$ cat src/design/rsim_pkg.sv
// Register map, field positions, reset values and carrier types for the regulator status bank
package rsim_pkg;

    localparam int unsigned ADDR_W = 8;
    localparam int unsigned DATA_W = 8;

    // Register offsets
    localparam logic [7:0] ADDR_TOP_FLAG   = 8'h1a;
    localparam logic [7:0] ADDR_SW_STATUS  = 8'h1e;
    localparam logic [7:0] ADDR_LIN_STATUS = 8'h1f;
    localparam logic [7:0] ADDR_TOP_MASK   = 8'h20;

    // Reset values
    localparam logic [7:0] STATUS_RESET = 8'h00;
    localparam logic [7:0] FLAG_RESET   = 8'h00;
    localparam logic [7:0] MASK_RESET   = 8'h90;
    localparam logic [7:0] READ_ZERO    = 8'h00;

    // Regulator status field positions
    localparam int unsigned BIT_EN1  = 7;
    localparam int unsigned BIT_INV1 = 6;
    localparam int unsigned BIT_RSV1 = 5;
    localparam int unsigned BIT_LIM1 = 4;
    localparam int unsigned BIT_EN0  = 3;
    localparam int unsigned BIT_INV0 = 2;
    localparam int unsigned BIT_RSV0 = 1;
    localparam int unsigned BIT_LIM0 = 0;

    // Top-level event positions, shared by mask and flag registers
    localparam int unsigned BIT_POWER_OK  = 7;
    localparam int unsigned BIT_SYNC_CLK  = 4;
    localparam int unsigned BIT_HOT_DIE   = 2;
    localparam int unsigned BIT_LOAD_MEAS = 0;

    localparam int unsigned SYNC_W = 16;

    typedef struct packed {
        logic enabled1;
        logic vout_invalid1;
        logic limiting1;
        logic enabled0;
        logic vout_invalid0;
        logic limiting0;
    } rsim_rail_t;

    typedef struct packed {
        logic power_ok_pin_state;
        logic sync_clk_invalid;
        logic hot_die_state;
        logic load_meas_ready;
    } rsim_top_t;

    typedef struct packed {
        logic       wr;
        logic       rd;
        logic [7:0] addr;
        logic [7:0] wdata;
    } rsim_req_t;

endpackage

$ cat src/design/rsim_sync.sv
// Two-flop synchroniser for a bundle of detector levels
`timescale 1ns/1ps
module rsim_sync #(
    parameter int unsigned W = 16
) (
    input  wire logic         core_clk_i,
    input  wire logic         sys_rst_i,
    input  wire logic [W-1:0] d_i,
    output logic      [W-1:0] q_o
);
    logic [W-1:0] meta;

    // First stage feeds only the second stage
    always_ff @(posedge core_clk_i or posedge sys_rst_i) begin
        if (sys_rst_i) begin
            meta <= '0;
            q_o  <= '0;
        end else begin
            meta <= d_i;
            q_o  <= meta;
        end
    end
endmodule

$ cat src/design/rsim_regs.sv
// Regulator status, top mask and event flag registers behind the register port
//
// What this block does
// - Switching status bit 7 and bit 3: regulator one and zero enabled.
// - Switching status bits 6 and 2: unlatched output voltage invalid, one and zero.
// - Switching status bits 4 and 0: unlatched current limit active, one and zero.
// - Linear status bits 7 and 3: linear regulator one and zero enabled.
// - Linear status bits 6 and 2: unlatched output voltage invalid.
// - Linear status bits 4 and 0: unlatched current limit active.
// - Linear status at 0x1F is read-only, all fields read 0 after reset.
// - Top mask at 0x20 is read-write, reserved bits reset to 0.
// - Mask bit 7 blocks power-good pin interrupt, resets to 1.
// - Mask bit 4 blocks sync clock detection interrupt, resets to 1.
// - Mask bit 2 blocks die thermal warning interrupt, resets to 0.
// - Mask bit 0 blocks load measurement ready interrupt, resets to 0.
// - Masks only block interrupts; raw status keeps tracking conditions.
// - Events set latched flags; host clears a flag by writing 1.
`timescale 1ns/1ps
module rsim_regs (
    input  wire logic                 core_clk_i,
    input  wire logic                 sys_rst_i,
    input  wire rsim_pkg::rsim_rail_t sw_reg_raw_i,
    input  wire rsim_pkg::rsim_rail_t lin_reg_raw_i,
    input  wire rsim_pkg::rsim_top_t  top_raw_i,
    input  wire rsim_pkg::rsim_req_t  reg_req_i,
    output logic [7:0]                reg_rdata_o,
    output logic                      reg_rvalid_o,
    output logic                      irq_o
);
    rsim_pkg::rsim_rail_t sw_s;
    rsim_pkg::rsim_rail_t lin_s;
    rsim_pkg::rsim_top_t  top_s;
    rsim_pkg::rsim_top_t  top_prev;
    logic [rsim_pkg::SYNC_W-1:0] sync_q;
    logic [7:0]           mask;
    logic [7:0]           flag;
    logic [7:0]           ev_vec;
    logic [7:0]           clr_vec;
    logic [7:0]           next_flag;
    logic [7:0]           rd_mux;
    logic                 mask_we;
    logic                 flag_we;
    logic                 next_irq;

    // Place the six rail fields into their byte positions
    function automatic logic [7:0] pack_rail(input rsim_pkg::rsim_rail_t r);
        logic [7:0] b;
        b = rsim_pkg::STATUS_RESET;
        b[rsim_pkg::BIT_EN1]  = r.enabled1;
        b[rsim_pkg::BIT_INV1] = r.vout_invalid1;
        b[rsim_pkg::BIT_LIM1] = r.limiting1;
        b[rsim_pkg::BIT_EN0]  = r.enabled0;
        b[rsim_pkg::BIT_INV0] = r.vout_invalid0;
        b[rsim_pkg::BIT_LIM0] = r.limiting0;
        return b;
    endfunction

    // Detector levels are asynchronous to the core; sync before use
    rsim_sync #(
        .W (rsim_pkg::SYNC_W)
    ) u_sync (
        .core_clk_i (core_clk_i),
        .sys_rst_i  (sys_rst_i),
        .d_i        ({sw_reg_raw_i, lin_reg_raw_i, top_raw_i}),
        .q_o        (sync_q)
    );

    assign {sw_s, lin_s, top_s} = sync_q;

    assign mask_we = reg_req_i.wr && (reg_req_i.addr == rsim_pkg::ADDR_TOP_MASK);
    assign flag_we = reg_req_i.wr && (reg_req_i.addr == rsim_pkg::ADDR_TOP_FLAG);
    assign clr_vec = flag_we ? reg_req_i.wdata : rsim_pkg::FLAG_RESET;

    // Pin and clock status report both directions; thermal and measurement only on rise
    always_comb begin
        ev_vec = rsim_pkg::FLAG_RESET;
        ev_vec[rsim_pkg::BIT_POWER_OK]  = top_s.power_ok_pin_state ^ top_prev.power_ok_pin_state;
        ev_vec[rsim_pkg::BIT_SYNC_CLK]  = top_s.sync_clk_invalid ^ top_prev.sync_clk_invalid;
        ev_vec[rsim_pkg::BIT_HOT_DIE]   = top_s.hot_die_state & ~top_prev.hot_die_state;
        ev_vec[rsim_pkg::BIT_LOAD_MEAS] = top_s.load_meas_ready & ~top_prev.load_meas_ready;
    end

    // Set wins over a same-cycle write-1 clear, so no event is lost
    genvar gi;
    generate
        for (gi = 0; gi < rsim_pkg::DATA_W; gi++) begin : g_flag
            assign next_flag[gi] = ev_vec[gi] | (flag[gi] & ~clr_vec[gi]);
        end
    endgenerate

    // Flags latch regardless of mask; the mask only gates the interrupt line
    assign next_irq = |(flag & ~mask);

    // Status reads come straight from synced levels; nothing clears on read
    wire sel_sw   = (reg_req_i.addr == rsim_pkg::ADDR_SW_STATUS);
    wire sel_lin  = (reg_req_i.addr == rsim_pkg::ADDR_LIN_STATUS);
    wire sel_mask = (reg_req_i.addr == rsim_pkg::ADDR_TOP_MASK);
    wire sel_flag = (reg_req_i.addr == rsim_pkg::ADDR_TOP_FLAG);

    assign rd_mux = sel_sw   ? pack_rail(sw_s)  :
                    sel_lin  ? pack_rail(lin_s) :
                    sel_mask ? mask :
                    sel_flag ? flag :
                    rsim_pkg::READ_ZERO;

    always_ff @(posedge core_clk_i or posedge sys_rst_i) begin
        if (sys_rst_i) begin
            top_prev <= '0;
            flag     <= rsim_pkg::FLAG_RESET;
            irq_o    <= 1'b0;
        end else begin
            top_prev <= top_s;
            flag     <= next_flag;
            irq_o    <= next_irq;
        end
    end

    always_ff @(posedge core_clk_i or posedge sys_rst_i) begin
        if (sys_rst_i) begin
            mask <= rsim_pkg::MASK_RESET;
        end else if (mask_we) begin
            mask <= reg_req_i.wdata;
        end
    end

    always_ff @(posedge core_clk_i or posedge sys_rst_i) begin
        if (sys_rst_i) begin
            reg_rdata_o  <= rsim_pkg::READ_ZERO;
            reg_rvalid_o <= 1'b0;
        end else begin
            reg_rdata_o  <= reg_req_i.rd ? rd_mux : reg_rdata_o;
            reg_rvalid_o <= reg_req_i.rd;
        end
    end

    wire rd_sw   = reg_req_i.rd && sel_sw;
    wire rd_lin  = reg_req_i.rd && sel_lin;
    wire rd_mask = reg_req_i.rd && sel_mask;
    wire rd_flag = reg_req_i.rd && sel_flag;
    wire rd_none = reg_req_i.rd && !(sel_sw || sel_lin || sel_mask || sel_flag);
endmodule

$ cat config.mk
export PLATFORM = sky130hd
export DESIGN_NAME = rsim_regs
export DESIGN_NICKNAME = d
export VERILOG_FILES = /design/src/design/rsim_pkg.sv /design/src/design/rsim_sync.sv /design/src/design/rsim_regs.sv
export SDC_FILE = /design/constraint.sdc
export NUM_CORES = 1
export LEC_CHECK = 0
export ABC_AREA = 1
export BUFFER_PORTS_ARGS = -buffer_cell sky130_fd_sc_hd__clkbuf_2
export CAP_MARGIN = 10
export CORE_ASPECT_RATIO = 0.8
export CORE_MARGIN = 5
export CORE_UTILIZATION = 40
export DETAILED_ROUTE_END_ITERATION = 16
export SYNTH_ARGS = -nofsm -noshare
export SYNTH_HDL_FRONTEND = slang
export SYNTH_SLANG_ARGS = --single-unit
$ cat constraint.sdc
create_clock -name core_clk_i -period 1.65 [get_ports core_clk_i]
set_input_delay 0.2475 -clock core_clk_i [delete_from_list [all_inputs] [get_ports core_clk_i]]
set_output_delay 0.2475 -clock core_clk_i [all_outputs]
set_load 0.1 [all_outputs]
==> Word-level counts from Yosys, hierarchy flattened <==
Index checks and enable logic that the tools add are counted.
{ "word_totals": {"output_inout_bits": 10, "regBits": 62, "elab_cells": 51} }
{ "classes": {"reduce_logical": 3, "mux": 5, "n_eq_ne": 4, "bitwise_logic": 28} }
{ "ops": {"columns": ["operator", "count"], "rows": [
  ["8-bit two-way mux", 5],
  ["8-bit by 5-bit == test with 1-bit output (second input constant)", 3],
  ["1-bit AND", 10],
  ["1-bit NOT", 10],
  ["8-bit AND", 1],
  ["8-bit by 6-bit == test with 1-bit output (second input constant)", 1],
  ["8-bit NOT", 1],
  ["8-bit OR reduction", 1],
  ["1-bit OR", 4],
  ["1-bit logical AND", 2],
  ["1-bit XOR", 2]
]} }

==> Logic depth before layout (Yosys ltp) <==
Gate-level depths: netlist of run 1.
{ "depth": {"word_depth": 6, "ltp_mapped": 10} }

==> Hierarchy <==
A second synthesis of run 1 with hierarchy kept.
{ "hier_totals": {"cells_unflattened": 238, "hier_area_um2": 2414.8} }
{ "modules_own_cells": {"columns": ["module", "seq_area_each_um2", "instances", "cells_per_inst", "area_per_inst_um2"], "rows": [
  ["rsim_regs", 753.2, 1, 205, 1610.3],
  ["rsim_sync", 800.8, 1, 33, 804.5]
]} }

==> Least setup slack after synthesis of run 1 <==
No wires, ideal clock.
{ "synth_path": {"path_type": "reg2reg", "start": "register, netlist name reg_rdata_o[2]", "end": "register reg_rdata_o[2]", "slack_ns": 0.449, "period_less_slack_ns": 1.201, "arrival_time_ns": 1.133, "n_path_buf": 0, "setup_ns": 0.068, "required_ns": 1.582, "path_stages_with_launch": 3, "cell_sequence": "dfrtp_1 a21oi_1 nand2_1"} }
{ "synth_rtl": {"columns": ["item", "line", "source"], "rows": [
  ["end signal, assigned", "rsim_regs.sv:128", "reg_rdata_o <= rsim_pkg::READ_ZERO;"],
  ["end signal, assigned", "rsim_regs.sv:131", "reg_rdata_o <= reg_req_i.rd ? rd_mux : reg_rdata_o;"],
  ["end, declared", "rsim_regs.sv:26", "output logic [7:0] reg_rdata_o,"]
]} }

==> Final worst setup path of run 1 <==
{ "layout_path": {"start": "register reg_rdata_o[6]", "end": "output reg_rdata_o[6]"} }
No word-level cell between the ends.

==> impl_metrics.py, run 1 <==
metrics = {
    "status": {
        "outcome": "finished clean",
    },
    "timing": {
        "worst_pin_slew_ns": 0.5480,
        "rsz0062_at_grt": "false",
        "setup_tns_ns": 0,
        "drv_slew": 0,
        "clock.fmax_ghz": 0.7114,
        "setup_viol": 0,
        "skew_ns": 0.005053,
        "min_period_ns": 1.406,
        "hold_violations": 0,
        "maxSlewHeadroom_pct": 63.62,
        "finalCritPeriodShare_pct": 85.19,
    },
    "job": {
        "maxCapViolCount": 0,
    },
    "detailed_routing": {
        "route.detailed.drc": 0,
        "firstDrtPassIters": 4,
        "drt-initial-drc-count": 84,
        "wl_mm": 4.630,
        "vias_per_cell": 4.380,
        "antenna_left": 0,
        "vias": 1695,
        "wl_per_cell_um": 11.96,
    },
    "die": {
        "boundaryPins": 46,
        "initial_utilization_pct": 41.38,
        "die_area_mm2": 0.007789,
        "die_w_um": 97.43,
        "rows": 25,
        "core_area_mm2": 0.005912,
        "die_h_um": 79.95,
    },
    "synthesis": {
        "synth-compound-area-share_pct": 6.752,
        "synth_top_family_by_area": "simple AND/OR/NAND/NOR gates",
        "synth_xor_xnor_area_share_pct": 0.7161,
        "synthSimpleGateAreaFrac_pct": 22.97,
        "async_reset_ff_share_pct": 100.0,
        "syn_inst": 230,
        "synth_fa_ha_area_share_pct": 0,
        "synth-edff-count": 0,
        "syn_avg_cell_area_um2": 10.64,
        "syn-cell-area_mm2": 0.002446,
        "ys_ff_latch": 62,
        "synth-main-ff-cell": "dfrtp_1",
        "ys.warnings.count": 0,
        "synth_cell_types": 27,
        "synth_nets": 266,
        "yosysSeqAreaShare_pct": 63.53,
        "synth_mux_area_share_pct": 0,
    },
    "setup_path": {
        "rrSetupSlack_ns": 0.52,
        "path_delay_family": "buffers and inverters",
        "crit_fanout": 2,
        "cp_num_buf_inv": 1,
        "startpoint_type": "register",
        "crit_slowest_cell": "clkbuf_2",
        "timing.rr.start": "mask[7]",
        "r2r-end": "irq_o",
        "worstRegToRegCells": 3,
        "cp.required_ns": 1.40,
        "cp.arrival_ns": 1.16,
        "crit_type": "reg2out",
        "slowest_delay_ns": 0.46,
        "crit_path_end_kind": "output pin",
        "path_cells": "clkbuf_2",
    },
    "cts": {
        "clk_latency_ns": 0.34,
        "clockBufferDepth": 2,
        "cts_tree": "done",
        "root_buffer": "clkbuf_8",
        "cts.sinks": 62,
        "numCtsBuffers": 9,
        "postCtsResizedCells": 0,
        "ctsHtreeMaxLevel": 3,
        "clk_pin_slew_worst_paths_ns": 0.07,
    },
    "power_and_ir_drop": {
        "p_leak_nw": 1.660,
        "powerDensity_mw_per_mm2": 1045,
        "ir_worst_vdd_uv": 737.6,
        "finalPower_w": 0.003310,
    },
    "place": {
        "placed_cell_area_mm2": 0.002776,
        "gp_congestion": 0.7644,
        "io_buffers": 45,
        "hpwlAfterDp_mm": 3.252,
    },
    "finish": {
        "fin_nets": 337,
        "area_growth_pct": 29.51,
        "final_common_cell": "dfrtp_1",
        "final_area_mm2": 0.003168,
        "diodes": 0,
        "mostFrequentLayoutCells": "60 x dfrtp_1, 45 x clkbuf_2, 41 x nand2_1",
        "drive_gt1_share_pct": 29.41,
    },
    "grt": {
        "grt_pass1_vias": 1764,
        "grt_usage_pct": 13.54,
        "antenna_found_initial": 0,
        "gr-total-overflow": 0,
        "grt_max_degree": 63,
        "grt_pass1_wl_mm": 8.024,
    },
    "hold_path": {
        "hold_path.class": "in2reg",
        "whs_path_depth": 1,
        "holdPathEnd": "reg_rvalid_o",
        "hold_start": "reg_req_i[16]",
    },
}
[state kept, by name, summed over array words and instances (netlist names)]
| name | cells |
|---|---|
| irq_o | 1 |
| u_sync.meta | 16 |
| reg_rdata_o | 8 |
| top_prev | 4 |
| flag | 8 |
| u_sync.q_o | 16 |
| mask | 8 |
| reg_rvalid_o | 1 |
[synth_stat cells (all sizes together) (2+ instances only)]
| cell type | count | area [um2] |
|---|---|---|
| dfrtp | 60 | 1501 |
| nor2 | 14 | 131.4 |
| nand4 | 6 | 37.54 |
| a21oi | 9 | 48.80 |
| nand2 | 52 | 242.7 |
| o21ai | 14 | 77.57 |
| nand3 | 30 | 150.1 |
| inv | 32 | 120.1 |
| xnor2 | 2 | 17.52 |
| buf | 3 | 23.77 |
| dfstp | 2 | 52.55 |
[where the power goes]
group | internal, W | switching, W | total (W)
clock network | 0.000854 | 0.000602 | 0.00146
registers | 0.00159 | 0.0000239 | 0.00161
logic | 0.0000931 | 0.000150 | 0.000244
[cell families (layout without fill, tap and decap cells)]
logic type / count (synthesis) / in the layout
AND/OR/NAND/NOR: 102 / 102
buffers and inverters: 36 / 112
XOR/XNOR: 2 / 2
AO/OA/AOI/OAI: 28 / 28
flip-flops: 62 / 62
[metal layers]
layer	share of wire [%]	global-route usage, %	wire length [um]	up-vias
met5	0	0	0	-
met4	0.58	4.979	27	0
met3	7.2	6.376	334	4
met2	46	21.00	2108	46
met1	47	16.57	2161	765
li1	-	-	-	880
[through the flow]
stage | cells | hold WS (ns) | setup WS (ns) | util, %
after floorplan | 230 | 0.2789 | 0.4492 | -
after global placement | 354 | 0.3331 | 0.2907 | 46.96
after detailed placement | 354 | 0.3355 | 0.2810 | 46.96
after CTS | 386 | 0.01196 | 0.2195 | 53.42
after global routing | 387 | 0.06556 | 0.1809 | 53.59
final | 387 | 0.07990 | 0.2444 | 53.59
[how the worst max path moves through the flow]
stage	start	end	slack [ns]	depth (start not counted)
2_1_floorplan	reg_rdata_o[2]	reg_rdata_o[2]	0.45	2
3_3_place_gp	reg_req_i[15]	reg_rdata_o[3]	0.29	8
3_5_place_dp	reg_req_i[15]	reg_rdata_o[2]	0.28	8
4_1_cts	reg_rdata_o[6]	reg_rdata_o[6]	0.22	1
5_1_grt	reg_rdata_o[4]	reg_rdata_o[4]	0.18	1
6_report	reg_rdata_o[6]	reg_rdata_o[6]	0.24	1
[area by class of cell]
class / instances / area [um2]
clock inverters: 7 / 97.59
multi-input cells: 132 / 744.5
fillers: 518 / 2744
repair buffers: 64 / 422.9
clock buffers: 9 / 123.9
well taps: 81 / 101.3
flip-flops and latches: 62 / 1554
inverters: 32 / 123.9
[repair_timing]
item,CTS,global route
setup buffers,0,0
hold buffers,16,1
endpoints found under the hold margin,75,1
No activity file was read; power rests on OpenSTA's default activity.
==> run 2, diff against run 1 <==
==> constraint.sdc (replaced) <==
create_clock -name core_clk_i -period 1.55 [get_ports core_clk_i]
set_input_delay 0.2325 -clock core_clk_i [delete_from_list [all_inputs] [get_ports core_clk_i]]
set_output_delay 0.2325 -clock core_clk_i [all_outputs]
set_load 0.1 [all_outputs]
==> run 2 against run 1 <==
Design area up 0.75%. First-iteration DRC count down 11%. Wire length down 2.5%. Non-clock buffer count up 3. Register-to-register slack worse by 0.06 ns. Final cell count up 0.78%. Sequential power up 6%. Die area unchanged. Largest cell class unchanged. Largest power group unchanged. Highest routed layer unchanged.
==> impl_metrics.py, run 2 (synthesized netlist as in run 1, its figures left out) <==
metrics = {
    "status": {
        "outcome": "finished clean",
    },
    "setup_path": {
        "crit_slowest_cell": "clkbuf_2",
        "rrSetupSlack_ns": 0.46,
        "startpoint_type": "register",
        "cp.arrival_ns": 1.15,
        "slowest_delay_ns": 0.46,
        "crit_type": "reg2out",
        "path_cells": "clkbuf_2",
        "path_delay_family": "buffers and inverters",
        "cp_num_buf_inv": 1,
        "crit_fanout": 2,
        "crit_path_end_kind": "output pin",
        "cp.required_ns": 1.32,
    },
    "cts": {
        "numCtsBuffers": 9,
        "clk_latency_ns": 0.34,
        "root_buffer": "clkbuf_8",
        "clockBufferDepth": 2,
        "cts.sinks": 62,
        "ctsHtreeMaxLevel": 3,
        "post_cts_buffers": 0,
        "clk_pin_slew_worst_paths_ns": 0.07,
        "cts_tree": "done",
    },
    "timing": {
        "hold_violations": 0,
        "setup_viol": 0,
        "clock.fmax_ghz": 0.7238,
        "worst_pin_slew_ns": 0.5434,
        "hold-worst-slack_ns": 0.07319,
        "maxSlewHeadroom_pct": 63.93,
        "rsz0062_at_grt": "false",
        "finalCritPeriodShare_pct": 89.14,
        "setup_tns_ns": 0,
        "skew_ns": 0.003792,
        "drv_slew": 0,
        "min_period_ns": 1.382,
    },
    "grt": {
        "antenna_found_initial": 0,
        "grt_usage_pct": 12.83,
        "grt_pass1_wl_mm": 7.797,
        "grt_max_degree": 44,
        "grt_pass1_vias": 1768,
        "gr-total-overflow": 0,
    },
    "finish": {
        "layout.area.seq_mm2": 0.001554,
        "drive_gt1_share_pct": 30.10,
        "mostFrequentLayoutCells": "60 x dfrtp_1, 45 x clkbuf_2, 41 x nand2_1",
        "fin_nets": 340,
        "area_growth_pct": 30.49,
        "final_common_cell": "dfrtp_1",
        "diodes": 0,
        "reg.largest.list": "u_sync.meta (16), u_sync.q_o (16)",
        "stdcell_count": 390,
        "multi_input_area_um2": 744.5,
        "fillerInstances": 531,
    },
    "hold_path": {
        "hold_path.class": "in2reg",
    },
    "detailed_routing": {
        "route.detailed.drc": 0,
        "drt-initial-drc-count": 75,
        "wl_per_cell_um": 11.58,
        "firstDrtPassIters": 4,
        "antenna_left": 0,
        "wl_mm": 4.516,
        "vias_per_cell": 4.546,
        "vias": 1773,
    },
    "die": {
        "die_h_um": 79.95,
        "die_area_mm2": 0.007789,
        "initial_utilization_pct": 41.38,
        "core_area_mm2": 0.005912,
        "rows": 25,
        "boundaryPins": 46,
        "die_w_um": 97.43,
    },
    "place": {
        "dp_cells": 357,
        "hpwlAfterDp_mm": 3.345,
        "io_buffers": 45,
        "gp_congestion": 0.8259,
    },
    "power_and_ir_drop": {
        "ir_worst_vdd_uv": 830.4,
        "powerDensity_mw_per_mm2": 1099,
        "p_leak_nw": 1.679,
    },
    "job": {
        "maxCapViolCount": 0,
    },
}
run 2: area by class of cell:
type	count	area share (%)
Tap cell	81	3.175
Clock inverter	7	3.097
Sequential cell	62	48.69
Timing Repair Buffer	67	13.96
Multi-Input combinational cell	132	23.32
Clock buffer	9	3.881
Inverter	32	3.881
run 2: where the power goes:
group	switching [W]	internal [W]
sequential	0.0000252	0.00169
combinational	0.000160	0.000102
clock	0.000622	0.000908
run 2: routing by layer:
metal  routed length, um  share of wire, %  global-route usage [%]  up-vias
li1                    -                 -                       -      892
met3                 367               8.1                   6.114        7
met1                2049                45                   15.72      817
met2                2035                45                   19.56       57
met5                   0                 0                       0        -
met4                  63               1.4                   5.256        0
run 2: metrics by stage:
stage | setup WS (ns) | power (W) | util [%] | area [um2]
2_1_floorplan | 0.3492 | 0.001880 | - | 2450
5_1_grt | 0.1144 | 0.003665 | 53.99 | 3192
3_5_place_dp | 0.1298 | 0.001979 | 47.34 | 2799
4_1_cts | 0.1373 | 0.003567 | 53.99 | 3192
6_report | 0.1684 | 0.003507 | 53.99 | 3192
3_3_place_gp | 0.1632 | 0.001975 | 47.34 | 2799
run 2: final timing paths:
path | to | depth (start not counted) | startpoint
worst min register to register | u_sync.q_o[6] | 0 | u_sync.meta[6]
worst min-delay path | reg_rvalid_o | 1 | reg_req_i[16]
worst max-delay path | reg_rdata_o[6] | 1 | reg_rdata_o[6]
min in group asynchronous | u_sync.meta[2] | 4 | sys_rst_i
worst max register to register | irq_o | 3 | mask[7]
max in group asynchronous | mask[7] | 4 | sys_rst_i
run 2: repair_timing:
action | 4_1_cts | 5_1_grt
gates resized for setup | 0 | 0
endpoints found under the hold margin | 76 | 0
hold buffers | 17 | 0
